[src/ppol_regs.vh]
// Register map, field positions and reset values of the pin override block
`ifndef PPOL_REGS_VH
`define PPOL_REGS_VH

`define PPOL_NPINS          8
`define PPOL_ADDR_W         8

`define PPOL_OFS_DIR        8'h00
`define PPOL_OFS_LATCH      8'h04
`define PPOL_OFS_PIN        8'h08
`define PPOL_OFS_CTRL       8'h0C
`define PPOL_OFS_EDGE       8'h10

`define PPOL_CTRL_PUOFF     0

`define PPOL_RST_DIR        8'h00
`define PPOL_RST_LATCH      8'h00
`define PPOL_RST_CTRL       1'h0
`define PPOL_RST_EDGE       8'h00

`endif

[src/ppol_pin_sync.v]
// Pin value synchroniser: low-phase stage followed by a rising-edge register
module ppol_pin_sync #(
  parameter WIDTH = 8
) (
  input  wire             clk_i,
  input  wire             rst_i,
  input  wire [WIDTH-1:0] d_i,
  output reg  [WIDTH-1:0] q_o
);

  reg [WIDTH-1:0] low_stage;

  // First stage holds through the low phase, so a pin edge reaches q_o
  // between half and one and a half clock periods later.
  always @(negedge clk_i) begin
    if (rst_i) begin
      low_stage <= {WIDTH{1'b0}};
    end else begin
      low_stage <= d_i;
    end
  end

  always @(posedge clk_i) begin
    if (rst_i) begin
      q_o <= {WIDTH{1'b0}};
    end else begin
      q_o <= low_stage;
    end
  end

endmodule

[src/ppol_pin_cell.v]
// Override muxing for one pin: pull-up, driver enable, drive value, input enable
module ppol_pin_cell (
  input  wire dir_bit_i,
  input  wire latch_bit_i,
  input  wire global_pullup_off_i,
  input  wire sleep_i,
  input  wire ext_irq_en_i,
  input  wire pullup_override_en_i,
  input  wire pullup_override_val_i,
  input  wire dir_override_en_i,
  input  wire dir_override_val_i,
  input  wire outval_override_en_i,
  input  wire outval_override_val_i,
  input  wire input_en_override_en_i,
  input  wire input_en_override_val_i,
  output wire pullup_en_o,
  output wire drive_en_o,
  output wire drive_val_o,
  output wire input_en_o
);

  wire plain_pullup;
  wire plain_input_en;

  assign plain_pullup = ({dir_bit_i, latch_bit_i, global_pullup_off_i}
                         == 3'h2);
  assign pullup_en_o  = pullup_override_en_i ? pullup_override_val_i
                                             : plain_pullup;
  assign drive_en_o   = dir_override_en_i ? dir_override_val_i : dir_bit_i;
  assign drive_val_o  = outval_override_en_i ? outval_override_val_i
                                             : latch_bit_i;
  // sleep clamp, lifted for enabled external interrupt pins
  assign plain_input_en = ~sleep_i | ext_irq_en_i;
  assign input_en_o   = input_en_override_en_i ? input_en_override_val_i
                                               : plain_input_en;

endmodule

[src/ppol_port.v]
// Port A pin override logic with APB register access
//
// The placing of the registers and the APB register port were left to the implementer.
`include "ppol_regs.vh"

module ppol_port (
  input  wire        clk_i,
  input  wire        rst_i,
  // APB slave
  input  wire        psel_i,
  input  wire        penable_i,
  input  wire        pwrite_i,
  input  wire [7:0]  paddr_i,
  input  wire [31:0] pwdata_i,
  output reg  [31:0] prdata_o,
  output reg         pready_o,
  output reg         pslverr_o,
  // Shared system controls
  input  wire        sleep_i,
  input  wire [7:0]  ext_irq_en_i,
  input  wire [7:0]  ext_edge_sense_i,
  // Per-pin overrides from peripherals
  input  wire [7:0]  pullup_override_en_i,
  input  wire [7:0]  pullup_override_val_i,
  input  wire [7:0]  dir_override_en_i,
  input  wire [7:0]  dir_override_val_i,
  input  wire [7:0]  outval_override_en_i,
  input  wire [7:0]  outval_override_val_i,
  input  wire [7:0]  latch_toggle_override_i,
  input  wire [7:0]  input_en_override_en_i,
  input  wire [7:0]  input_en_override_val_i,
  // Pad side
  input  wire [7:0]  pad_in_i,
  output wire [7:0]  pad_out_o,
  output wire [7:0]  pad_oe_o,
  output wire [7:0]  pad_pullup_o,
  // Analog line between pad and converter
  input  wire [7:0]  analog_pad_line_i,
  output wire [7:0]  analog_pad_line_o,
  input  wire [7:0]  analog_drive_i,
  input  wire [7:0]  analog_drive_en_i,
  output wire [7:0]  analog_pad_drive_o,
  output wire [7:0]  analog_pad_drive_oe_o,
  // Alternate-function taps
  output wire [7:0]  alt_func_input_tap_o,
  output wire [7:0]  pin_change_irq_src_o,
  output wire [7:0]  conv_channel_o,
  output reg  [7:0]  ext_edge_flag_o
);

  reg  [7:0] pin_direction_bit;
  reg  [7:0] output_latch_bit;
  reg        global_pullup_off;
  reg  [7:0] drive_en_q;
  reg  [7:0] drive_val_q;
  reg  [7:0] pullup_q;
  reg  [7:0] pin_prev;
  reg  [7:0] next_latch;
  reg  [7:0] next_edge;
  reg  [31:0] next_rdata;
  reg        next_err;

  wire [7:0] pullup_en;
  wire [7:0] drive_en;
  wire [7:0] drive_val;
  wire [7:0] input_en;
  wire [7:0] clamped_in;
  wire [7:0] pin_input_bit;
  wire       setup_ph;
  wire       wr_done;
  wire       addr_ok;
  wire       wr_dir;
  wire       wr_latch;
  wire       wr_pin;
  wire       wr_ctrl;
  wire       wr_edge;

  genvar n;
  generate
    for (n = 0; n < `PPOL_NPINS; n = n + 1) begin : g_pin
      ppol_pin_cell u_cell (
        .dir_bit_i               (pin_direction_bit[n]),
        .latch_bit_i             (output_latch_bit[n]),
        .global_pullup_off_i     (global_pullup_off),
        .sleep_i                 (sleep_i),
        .ext_irq_en_i            (ext_irq_en_i[n]),
        .pullup_override_en_i    (pullup_override_en_i[n]),
        .pullup_override_val_i   (pullup_override_val_i[n]),
        .dir_override_en_i       (dir_override_en_i[n]),
        .dir_override_val_i      (dir_override_val_i[n]),
        .outval_override_en_i    (outval_override_en_i[n]),
        .outval_override_val_i   (outval_override_val_i[n]),
        .input_en_override_en_i  (input_en_override_en_i[n]),
        .input_en_override_val_i (input_en_override_val_i[n]),
        .pullup_en_o             (pullup_en[n]),
        .drive_en_o              (drive_en[n]),
        .drive_val_o             (drive_val[n]),
        .input_en_o              (input_en[n])
      );
    end
  endgenerate

  assign clamped_in = pad_in_i & input_en;

  // tap before the synchroniser; users synchronise it themselves
  assign alt_func_input_tap_o = clamped_in;
  // pin n feeds pin-change source n and converter channel n
  assign pin_change_irq_src_o = clamped_in;
  assign conv_channel_o       = analog_pad_line_i;

  // analog path bypasses all digital logic
  assign analog_pad_line_o     = analog_pad_line_i;
  assign analog_pad_drive_o    = analog_drive_i;
  assign analog_pad_drive_oe_o = analog_drive_en_i;

  ppol_pin_sync #(
    .WIDTH (`PPOL_NPINS)
  ) u_sync (
    .clk_i (clk_i),
    .rst_i (rst_i),
    .d_i   (clamped_in),
    .q_o   (pin_input_bit)
  );

  // Pad controls are registered; reset gates them without waiting for a
  // clock edge, which is the only combinational path to these outputs.
  // driver enable register
  always @(posedge clk_i) begin
    if (rst_i) begin
      drive_en_q <= 8'h00;
    end else begin
      drive_en_q <= drive_en;
    end
  end

  always @(posedge clk_i) begin
    if (rst_i) begin
      drive_val_q <= 8'h00;
    end else begin
      drive_val_q <= drive_val;
    end
  end

  always @(posedge clk_i) begin
    if (rst_i) begin
      pullup_q <= 8'h00;
    end else begin
      pullup_q <= pullup_en;
    end
  end

  // immediate tri-state in reset, per pin
  generate
    for (n = 0; n < `PPOL_NPINS; n = n + 1) begin : g_pad
      assign pad_oe_o[n]     = drive_en_q[n] & ~rst_i;
      assign pad_out_o[n]    = drive_val_q[n] & ~rst_i;
      // pull-ups held off through reset and while driving
      assign pad_pullup_o[n] = pullup_q[n] & ~rst_i & ~drive_en_q[n];
    end
  endgenerate

  // APB: one wait state, write takes effect on the pready edge
  assign setup_ph = psel_i & ~penable_i;
  assign wr_done  = psel_i & penable_i & pready_o & pwrite_i;
  assign addr_ok  = (paddr_i == `PPOL_OFS_DIR)   |
                    (paddr_i == `PPOL_OFS_LATCH) |
                    (paddr_i == `PPOL_OFS_PIN)   |
                    (paddr_i == `PPOL_OFS_CTRL)  |
                    (paddr_i == `PPOL_OFS_EDGE);

  // port-wide write strobes, one per register; the pins share them
  // while every override stays private to its own pin.
  assign wr_dir   = wr_done & (paddr_i == `PPOL_OFS_DIR);
  assign wr_latch = wr_done & (paddr_i == `PPOL_OFS_LATCH);
  assign wr_pin   = wr_done & (paddr_i == `PPOL_OFS_PIN);
  assign wr_ctrl  = wr_done & (paddr_i == `PPOL_OFS_CTRL);
  assign wr_edge  = wr_done & (paddr_i == `PPOL_OFS_EDGE);

  always @* begin
    next_rdata = 32'h0000_0000;
    next_err   = ~addr_ok;
    case (paddr_i)
      `PPOL_OFS_DIR:   next_rdata = {24'h000000, pin_direction_bit};
      `PPOL_OFS_LATCH: next_rdata = {24'h000000, output_latch_bit};
      `PPOL_OFS_PIN:   next_rdata = {24'h000000, pin_input_bit};
      `PPOL_OFS_CTRL:  next_rdata = {31'h00000000, global_pullup_off};
      `PPOL_OFS_EDGE:  next_rdata = {24'h000000, ext_edge_flag_o};
      default:         next_rdata = 32'h0000_0000;
    endcase
  end

  always @(posedge clk_i) begin
    if (rst_i) begin
      pready_o  <= 1'b0;
      prdata_o  <= 32'h0000_0000;
      pslverr_o <= 1'b0;
    end else begin
      // One wait state: the answer stands in the second access cycle only
      if (psel_i && penable_i && !pready_o) begin
        pready_o <= 1'b1;
      end else begin
        pready_o <= 1'b0;
      end
      // Read data sampled in setup; the register view is two cycles old when pready is sampled
      if (setup_ph) begin
        pslverr_o <= next_err;
        if (pwrite_i) begin
          prdata_o <= 32'h0000_0000;
        end else begin
          prdata_o <= next_rdata;
        end
      end
    end
  end

  // Latch: register write, then pin-register toggle, then peripheral toggle
  always @* begin
    next_latch = output_latch_bit;
    if (wr_latch) begin
      next_latch = pwdata_i[7:0];
    end
    if (wr_pin) begin
      next_latch = next_latch ^ pwdata_i[7:0];
    end
    next_latch = next_latch ^ latch_toggle_override_i;
  end

  always @(posedge clk_i) begin
    if (rst_i) begin
      pin_direction_bit <= `PPOL_RST_DIR;
      output_latch_bit  <= `PPOL_RST_LATCH;
      global_pullup_off <= `PPOL_RST_CTRL;
    end else begin
      output_latch_bit <= next_latch;
      if (wr_dir) begin
        pin_direction_bit <= pwdata_i[7:0];
      end
      if (wr_ctrl) begin
        global_pullup_off <= pwdata_i[`PPOL_CTRL_PUOFF];
      end
    end
  end

  // rising edge seen after the clamp lifts; set wins over clear
  always @* begin
    next_edge = ext_edge_flag_o;
    if (wr_edge) begin
      next_edge = next_edge & ~pwdata_i[7:0];
    end
    next_edge = next_edge | (pin_input_bit & ~pin_prev & ext_edge_sense_i);
  end

  // Previous synchronised level restarts low, so a pin held high across
  // reset reports one rising edge if its sensing is configured.
  always @(posedge clk_i) begin
    if (rst_i) begin
      pin_prev <= 8'h00;
    end else begin
      pin_prev <= pin_input_bit;
    end
  end

  always @(posedge clk_i) begin
    if (rst_i) begin
      ext_edge_flag_o <= `PPOL_RST_EDGE;
    end else begin
      ext_edge_flag_o <= next_edge;
    end
  end

endmodule

[config.mk]
export PLATFORM = sky130hd
export DESIGN_NAME = ppol_port
export DESIGN_NICKNAME = d
export VERILOG_FILES = /design/src/ppol_pin_sync.v /design/src/ppol_pin_cell.v /design/src/ppol_port.v
export VERILOG_INCLUDE_DIRS = /design/src
export SDC_FILE = /design/constraint.sdc
export NUM_CORES = 1
export LEC_CHECK = 0
export ABC_AREA = 1
export BUFFER_PORTS_ARGS = -buffer_cell sky130_fd_sc_hd__buf_2
export CORE_UTILIZATION = 40
export CTS_CLUSTER_SIZE = 25
export DETAILED_ROUTE_END_ITERATION = 8
export PLACE_DENSITY = 0.76
export SLEW_MARGIN = 10
export SYNTH_ARGS = -nofsm -noshare
export SYNTH_HDL_FRONTEND = slang
export SYNTH_HIERARCHICAL = 1
export SYNTH_SLANG_ARGS = --single-unit
[constraint.sdc]
create_clock -name clk_i -period 1.3 [get_ports clk_i]
set_input_delay 0.195 -clock clk_i [delete_from_list [all_inputs] [get_ports clk_i]]
set_output_delay 0.195 -clock clk_i [all_outputs]
set_load 0.03 [all_outputs]
==> run summary, run 1 <==
The run finished, with violations left. The final reports fail on design-rule violations, negative setup slack. The synthesized instance count came out at 747. The simple-gate area share of the yosys netlist came out at 0.326. The total overflow reported by the global router is 0. Setup violations remaining at the end of the flow were counted as 8.

The CTS tree is done. In this run the deepest clock path goes through 2 buffers. During synthesis, Yosys emitted a total of 6 warnings. The least setup slack across all paths after layout is -54.4 ps.

The most numerous cell on the critical path is sky130_fd_sc_hd__nand2_2. The die extent in x came out at 112 um. The met2 track demand over resource in global routing is 0.382. The clock-pin transition on the worst setup and hold timing paths came out at 60 ps.

At the end of routability-driven placement, the weighted congestion stood at 0.838. The slowest stage of the critical path belongs to the cell sky130_fd_sc_hd__dfxtp_4. The number of max-cap violations came out at 0. CTS built an H-tree with a depth of 3. In the global route stage, overall resource usage came out at 0.212.

Counting every sink on the clock net gives 83. The maximum vdd ir drop is 0.610 mV. At the worst endpoint, the arrival time is 1590 ps.

The compound-gate portion of the synthesized area is 0.0886. The critical path startpoint category is a register. The placed instance count came out at 1041. The post-detailed-placement half-perimeter wirelength is 10.3 mm.

The core area is 0.0116 mm2. The initial antenna violation count came to 1. The floorplan step set the die height to 112 um. The share of synthesized cell area in full adder, half adder and majority cells is 0.

Of the available clock period, the critical path in the final layout requires 1.04. Relative to the synthesized area, the layout overhead comes to 27.4%. The final hold violation count came out at 0. The via count of the first global-routing pass came to 4294. After synthesis, the largest family of logic cells by area is simple AND/OR/NAND/NOR gates. Setup repair after global routing could not meet its margin everywhere. The largest single stage delay on the critical path is 350 ps.

The layout filler cell count is 1174. Traced cell by cell, the critical path runs through nand2_4 -> nor2_4 -> buf_12 -> nand3_4 -> nand2_2 -> inv_1 -> nand2_2 -> nand3_1 -> nand2_1 -> nor2_1. The overall via count from detail_route is 4778. The met1 track utilization from global routing is 0.232.

Excluding fillers, the count of instances in the completed layout stands at 1070. After synthesis the netlist holds a flip-flop and latch count of 83. A synthesized cell averages 6.48 um2. STA classifies the critical path endpoint as a register. The fraction of met3 tracks used by global routing came out at 0.0562. After the last flow step, the layout net total stands at 1087.

The achievable frequency came out at 738 MHz. During I/O placement, the number of pins put on the boundary was 280. The TritonCTS buffer count came out at 9. The detailed-routing iteration count for the pre-antenna-repair pass is 7. The area of the die is 0.0125 mm2. The post-synthesis instance area came out at 0.00484 mm2. The ratio of cells with drive above 1 in the final layout is 0.343. Adding up every negative setup slack in the final design gives -300 ps. The iteration-0 DRC count of the detailed router is 301.

The wire length reported by the detailed router came out at 13.2 mm. The starting utilization of the core area came out at 0.417. The post-placement worst setup slack came out at -210 ps. The part of the Yosys area used for sequential elements came out at 0.343. The time the final worst path needs with I/O delays and setup is 1350 ps. The number of buffers added on ports came out at 175.

The max-slew violation total from the final report is 0. The mean number of vias per cell is 4.47. The biggest fanout along the worst timing path is 8. CTS placed an instance of sky130_fd_sc_hd__clkbuf_16 at the clock tree root. Measured against the total synthesized area, the mux share comes to 0. The tightest min-delay check is of the in2reg type. The leakage power figure came out at 3.45 nW. The DRC violations left came out at 19.

The most used routing layer in global routing is met2. Yosys mapped the design onto 28 distinct sky130hd cell types. The power per standard cell area is 1040 mW/mm2. The critical path is of the reg2reg type.

The first global-routing pass estimated 20.6 mm of wire. The routed length per instance is 12.3 um. The worst setup skew after layout came out at 53.6 ps. Overall power consumption after layout is estimated at 0.00644 W. The fraction of synthesized cell area in xor and xnor cells is 0.

The latest clock arrival within the worst-skew pair came out at 390 ps. In this run the core area contains 39 standard-cell rows. The count of nets left with antenna violations after detail routing is 0. The maximum number of pins on one net before global-route repair is 23.

At the worst endpoint, the required time is 1540 ps.
-- area by class of cell --
cell class / instances / area (um2) / share of cell area
diodes: 1 / 2.50 / 0.000406
multi-input cells: 455 / 2180 / 0.354
clock inverters: 14 / 101 / 0.0164
flip-flops and latches: 83 / 1670 / 0.270
inverters: 150 / 577 / 0.0935
clock buffers: 10 / 229 / 0.0371
repair buffers: 213 / 1230 / 0.199
well taps: 143 / 179 / 0.0290
repair inverters: 1 / 6.26 / 0.00101
-- layer usage --
metal	wire length, um	part of all wire
met5	0	0
met4	461	0.035
met3	1110	0.084
met2	6430	0.49
met1	5160	0.39
-- cells in the final DEF (no fill, tap or decap), types with 2 or more instances in the layout --
master                        n
sky130_fd_sc_hd__a21oi_1     24
sky130_fd_sc_hd__a21oi_2     10
sky130_fd_sc_hd__buf_12       5
sky130_fd_sc_hd__buf_2      174
sky130_fd_sc_hd__buf_4       34
sky130_fd_sc_hd__clkbuf_16    9
sky130_fd_sc_hd__clkinv_2     2
sky130_fd_sc_hd__clkinv_4     3
sky130_fd_sc_hd__conb_1      24
sky130_fd_sc_hd__dfxtp_1     82
sky130_fd_sc_hd__inv_1      136
sky130_fd_sc_hd__inv_2       17
sky130_fd_sc_hd__inv_4        4
sky130_fd_sc_hd__nand2_1    147
sky130_fd_sc_hd__nand2_2     21
sky130_fd_sc_hd__nand2_4      4
sky130_fd_sc_hd__nand3_1     34
sky130_fd_sc_hd__nand3_2     10
sky130_fd_sc_hd__nand3_4      2
sky130_fd_sc_hd__nand4_1      8
sky130_fd_sc_hd__nor2_1     110
sky130_fd_sc_hd__nor2_2      11
sky130_fd_sc_hd__nor2_4       5
sky130_fd_sc_hd__o21ai_0     15
sky130_fd_sc_hd__o21ai_1     19
sky130_fd_sc_hd__o21ai_2      2
sky130_fd_sc_hd__o21bai_1     7
-- kinds of logic (layout without fill, tap and decap cells) --
group / Yosys count / in the layout
compound gates: 77 / 77
buf+inv: 232 / 388
flops: 83 / 83
other cells: 1 / 25
simple gates: 354 / 354
-- power by group --
part | switching (W) | internal, W | total (W) | leakage (nW)
sequential | 0.0000442 | 0.00264 | 0.00268 | 0.679
clock | 0.00112 | 0.00154 | 0.00266 | 0.187
combinational | 0.000702 | 0.000398 | 0.00110 | 2.59
total | 0.00187 | 0.00458 | 0.00644 | 3.45
-- flip-flops by register name, indices dropped and copies added, names as in the netlist --
signal,flops
global_pullup_off,1
pullup_q,8
pin_direction_bit,8
u_sync/q_o,8
output_latch_bit,8
drive_en_q,8
pslverr_o,1
ext_edge_flag_o,8
pready_o,1
u_sync/low_stage,8
prdata_o,8
drive_val_q,8
pin_prev,8
-- path summary, 6_finish.rpt --
path                  startpoint                   to  slack [ps]  cells past startpoint
max reg2reg             pready_o  output_latch_bit[1]         -50                     10
max                     pready_o  output_latch_bit[1]         -50                     10
min reg2reg        u_sync/q_o[5]          pin_prev[5]         460                      2
min          ext_edge_sense_i[5]   ext_edge_flag_o[5]         110                      3
-- synthesized netlist by cell type --
cell type	instances	area share
sky130_fd_sc_hd__a21oi_1	28	0.029
sky130_fd_sc_hd__a21oi_2	6	0.011
sky130_fd_sc_hd__buf_2	2	0.0021
sky130_fd_sc_hd__buf_4	65	0.10
sky130_fd_sc_hd__buf_6	5	0.012
sky130_fd_sc_hd__buf_8	1	0.0031
sky130_fd_sc_hd__clkbuf_1	8	0.0062
sky130_fd_sc_hd__clkinv_2	2	0.0021
sky130_fd_sc_hd__conb_1	1	0.00077
sky130_fd_sc_hd__dfxtp_1	83	0.34
sky130_fd_sc_hd__inv_1	145	0.11
sky130_fd_sc_hd__inv_2	4	0.0031
sky130_fd_sc_hd__nand2_1	157	0.12
sky130_fd_sc_hd__nand2_2	14	0.018
sky130_fd_sc_hd__nand2_4	1	0.0023
sky130_fd_sc_hd__nand3_1	39	0.040
sky130_fd_sc_hd__nand3_2	5	0.010
sky130_fd_sc_hd__nand3_4	2	0.0072
sky130_fd_sc_hd__nand4_1	8	0.010
sky130_fd_sc_hd__nor2_1	111	0.086
sky130_fd_sc_hd__nor2_2	10	0.013
sky130_fd_sc_hd__nor2_4	5	0.012
sky130_fd_sc_hd__nor2_8	1	0.0041
sky130_fd_sc_hd__nor3_1	1	0.0010
sky130_fd_sc_hd__o21ai_0	24	0.025
sky130_fd_sc_hd__o21ai_1	11	0.011
sky130_fd_sc_hd__o21ai_2	1	0.0018
sky130_fd_sc_hd__o21bai_1	7	0.011
-- critical path, delay by kind of cell (launching register included) --
family                 cells  cell delay [ps]
buffers and inverters      2              180
flip-flops                 1              350
AND/OR/NAND/NOR            8              710
-- through the flow --
stage | area (um2) | util | hold WS (ps)
2_1_floorplan | 4950 | - | 342
3_3_place_gp | 5710 | 0.492 | 390
3_5_place_dp | 5710 | 0.492 | 390
4_1_cts | 6120 | 0.527 | 94.0
5_1_grt | 6170 | 0.531 | 100
6_report | 6170 | 0.531 | 106
-- repair_timing --
action,in CTS,in global routing
setup buffers,2,2
hold endpoints to repair,0,0
hold buffers,0,0
resized for setup,17,19
pin swaps,15,2
gates cloned,0,1
setup endpoints to repair,24,25
(Power assumes the default switching activity.)
==> inputs of run 2 (changes only) <==
--- a/config.mk
+++ b/config.mk
@@ -6,11 +6,11 @@
 export SDC_FILE = /design/constraint.sdc
 export NUM_CORES = 1
 export LEC_CHECK = 0
-export ABC_AREA = 1
 export BUFFER_PORTS_ARGS = -buffer_cell sky130_fd_sc_hd__buf_2
-export CORE_UTILIZATION = 40
+export CORE_UTILIZATION = 39
 export CTS_CLUSTER_SIZE = 25
 export DETAILED_ROUTE_END_ITERATION = 8
+export HOLD_SLACK_MARGIN = 0.1
 export PLACE_DENSITY = 0.76
 export SLEW_MARGIN = 10
 export SYNTH_ARGS = -nofsm -noshare
==> run summary, run 2 <==
The endpoint identified for the worst register-to-register timing path is output_latch_bit[5]. The number of max-cap violations is 0 (unchanged). The post-placement worst setup slack came out at -346 ps (-136 ps). The first-pass GRT wire length is 17.7 mm (-14%). The routed length per instance is 14.6 um (+18%).

The vertical extent of the die came to 109 um (-2.6%). The number of H-tree branching levels came out at 3 (unchanged). The area of placed instances came out at 0.00549 mm2 (-4.0%). The biggest fanout along the worst timing path came out at 10 (+2). The largest buffer count on any clock path is 2 (unchanged). The iteration-0 DRC count of the detailed router is 115 (-62%). The number of cells traversed by the worst hold path came to 3 (unchanged). In the post-synthesis netlist, the biggest area contributors are sky130_fd_sc_hd__dfxtp_1, sky130_fd_sc_hd__buf_4, sky130_fd_sc_hd__nor2b_1. The overall via count from detail_route came out at 3897 (-18%). The clock-pin transition on the worst setup and hold timing paths came out at 70 ps (about the same). The total power after layout came out at 0.00696 W (+8.0%). The number of antenna repair diodes came out at 0 (-1).

The TritonCTS buffer count is 9 (unchanged). The placed instance count came to 783 (-25%). The core area is 0.0110 mm2 (-5.0%). The setup violation total in the final timing report came out at 25 (+17). The critical path startpoint category is a register. The latest clock arrival within the worst-skew pair came out at 390 ps (about the same). The routability congestion estimate from global placement came to 0.844 (+0.70%). Among all flip-flop cells after synthesis, the most frequent one is sky130_fd_sc_hd__dfxtp_1. The area share of the leading cell type in the synthesized netlist is 0.371 (+0.0279).

TritonCTS built the clock tree. The register-to-register path setup slack came out at -100 ps (-40 ps). The run finished, with violations left.

The synthesized instance count is 486 (-35%). The initial antenna violation count is 0 (-1). The worst hold path terminates at output_latch_bit[1]. The wire length reported by the detailed router came out at 11.8 mm (-10%). In the synthesized netlist, the cells that appear most often are sky130_fd_sc_hd__dfxtp_1, sky130_fd_sc_hd__buf_4, sky130_fd_sc_hd__nor2b_1. The post-detailed-placement half-perimeter wirelength is 9.33 mm (-9.9%). The final hold violation count came to 0 (unchanged). The maximum vdd ir drop came to 0.642 mV (+5.2%). The worst min-delay path class is in2reg.

The max-slew violation total from the final report came out at 0 (unchanged). The register bit total from synthesis came to 83 (unchanged). The leakage power figure is 2.99 nW (-14%). The worst endpoint required time came out at 1560 ps (+20 ps). Yosys instantiated no cell more often than sky130_fd_sc_hd__dfxtp_1. The total routing usage reported by global routing is 0.196 (-0.0164).

The arrival time of the worst setup path is 1660 ps (+70 ps). The number of synthesis warnings is 6 (unchanged). The nature of the critical path endpoint is a register. The count of nets after finishing is 830 (-24%). The number of enable flip-flop cells after synthesis came to 0 (unchanged). The cell row count is 38 (-2.6%). The die extent in x came out at 109 um (-2.6%). The hold slack came out at 133 ps (+26.7 ps).

The source of the worst register-to-register timing path is pready_o. The total overflow reported by the global router is 0 (unchanged). The layout filler cell count came out at 997 (-15%). The ratio of cells with drive above 1 in the final layout came out at 0.492 (+0.148).

The time the final worst path needs with I/O delays and setup came out at 1400 ps (+43.2 ps). The detailed-routing iteration count for the pre-antenna-repair pass came to 4 (-3). The async set-or-reset flop fraction in the synthesized netlist came to 0 (unchanged). The count of nets left with antenna violations after detail routing is 0 (unchanged). The achievable frequency is 715 MHz (-3.1%). The hold path startpoint is latch_toggle_override_i[1]. The power per standard cell area came out at 1140 mW/mm2 (+9.7%). The number of cells traversed by the worst register-to-register path is 6 (-4). The worst setup skew after layout came to 57.7 ps (+4.15 ps). The part of the Yosys area used for sequential elements came out at 0.371 (+0.0279). The mean number of vias per cell came out at 4.82 (+7.9%). The top-level I/O count is 280 (unchanged).

The number of distinct library cells after synthesis is 44 (+57%). The area of the die is 0.0119 mm2 (-5.1%). The classification of the worst setup path is reg2reg. The final reports fail on negative setup slack. The most common library cell in the layout ignoring fill and taps is sky130_fd_sc_hd__buf_2. The DRC violations left is 0 (-19).

The biggest area contributor in the post-synthesis netlist is sky130_fd_sc_hd__dfxtp_1. The via count of the first global-routing pass is 3649 (-15%). The maximum number of pins on one net before global-route repair came out at 20 (-13%). The top cell types in the final layout, fill and taps aside, are sky130_fd_sc_hd__buf_2, sky130_fd_sc_hd__dfxtp_1, sky130_fd_sc_hd__nor2b_1. The area added between synthesis and finish is 35.7%.

The portion of the clock cycle consumed by the worst path in the final layout was 1.08 (+0.0333). The mean area per synthesized cell is 9.21 um2 (+42%). The quantity of hold-fixing buffers added after cts came out at 0 (unchanged). The starting utilization of the core area is 0.406 (-0.0110). The least setup slack across all paths after layout is -97.7 ps (-43.2 ps). Setup repair after global routing could not meet its margin everywhere. The number of sinks on the clock net is 83 (unchanged). The post-synthesis instance area is 0.00448 mm2 (-7.5%).

The cell area after layout is 0.00608 mm2 (-1.5%). The final cell count without fillers is 809 (-24%). The clock root buffer is sky130_fd_sc_hd__clkbuf_16. The number of buffers added on ports came out at 175 (unchanged).
run 2: cell count changes in the layout (fill, tap and decap cells not counted), moves of 22 or more:
cell                      before  now
sky130_fd_sc_hd__inv_1       136   25
sky130_fd_sc_hd__nor2b_1       0   55
sky130_fd_sc_hd__nand3_1      34    0
sky130_fd_sc_hd__nor2_1      110   16
sky130_fd_sc_hd__mux2i_1       0   22
sky130_fd_sc_hd__nand2_1     147   31
run 2: metal layers:
layer | track usage | part of all wire | vias to the layer above
met2 | 0.357 | 0.50 | 165
met5 | 0 | 0 | -
met4 | 0.0792 | 0.017 | 0
li1 | - | - | 1935
met1 | 0.214 | 0.40 | 1769
met3 | 0.0514 | 0.079 | 28
run 2: timing repair:
item                                   4_1_cts  5_1_grt
buffers inserted                             1        1
endpoints found under the hold margin        0        0
cloned                                       1        0
resized for setup                           11       46
pin swaps                                    4        5
setup endpoints to repair                   28       57
run 2: critical path, stage by stage (launching register included):
cell	delay, ps
sky130_fd_sc_hd__dfxtp_4	340
sky130_fd_sc_hd__and4_4	140
sky130_fd_sc_hd__and3_4	190
sky130_fd_sc_hd__buf_8	140
sky130_fd_sc_hd__and3_2	200
sky130_fd_sc_hd__o21a_1	180
sky130_fd_sc_hd__nor3_2	140
run 2: through the flow:
stage	utilization	setup TNS, ps
detailed placement	0.497	-9880
global route	0.551	-3120
global placement	0.497	-8540
CTS	0.539	-1370
finish	0.551	-1440
floorplan	-	-4600
run 2: cells by family (layout without fill, tap and decap cells):
kind of cell           count (synthesis)  count (layout)  share of synthesized area
and+or+nand+nor                      186             186                      0.255
buffers and inverters                101             261                      0.149
DFF                                   83              83                      0.371
AOI/OAI and AO/OA                     82              82                      0.146
muxes                                 33              33                     0.0774
other                                  1              24                   0.000837
run 2: area by class of cell:
type                            count  area [um2]  share of cell area
Sequential cell                    83        1670               0.274
Tap cell                          140         175              0.0288
Inverter                           17        63.8              0.0105
Timing Repair Buffer              220        1340               0.221
Clock buffer                       11         254              0.0418
Clock inverter                     13         134              0.0220
Multi-Input combinational cell    325        2440               0.402
run 2: worst max-delay path by stage:
stage	from	endpoint	slack (ps)	cells after the start
3_3_place_gp	paddr_i[0]	ext_edge_flag_o[7]	-290	6
2_1_floorplan	rst_i	pad_pullup_o[1]	-220	3
3_5_place_dp	sleep_i	u_sync/low_stage[0]	-350	5
4_1_cts	pready_o	output_latch_bit[3]	-110	6
6_report	pready_o	output_latch_bit[5]	-100	6
5_1_grt	pready_o	output_latch_bit[7]	-170	5
run 2: power by group:
group	total (W)	internal (W)	leakage, nW	switching [W]
registers	0.00270	0.00264	0.680	0.0000555
logic	0.00117	0.000535	2.09	0.000632
clock network	0.00309	0.00203	0.217	0.00107
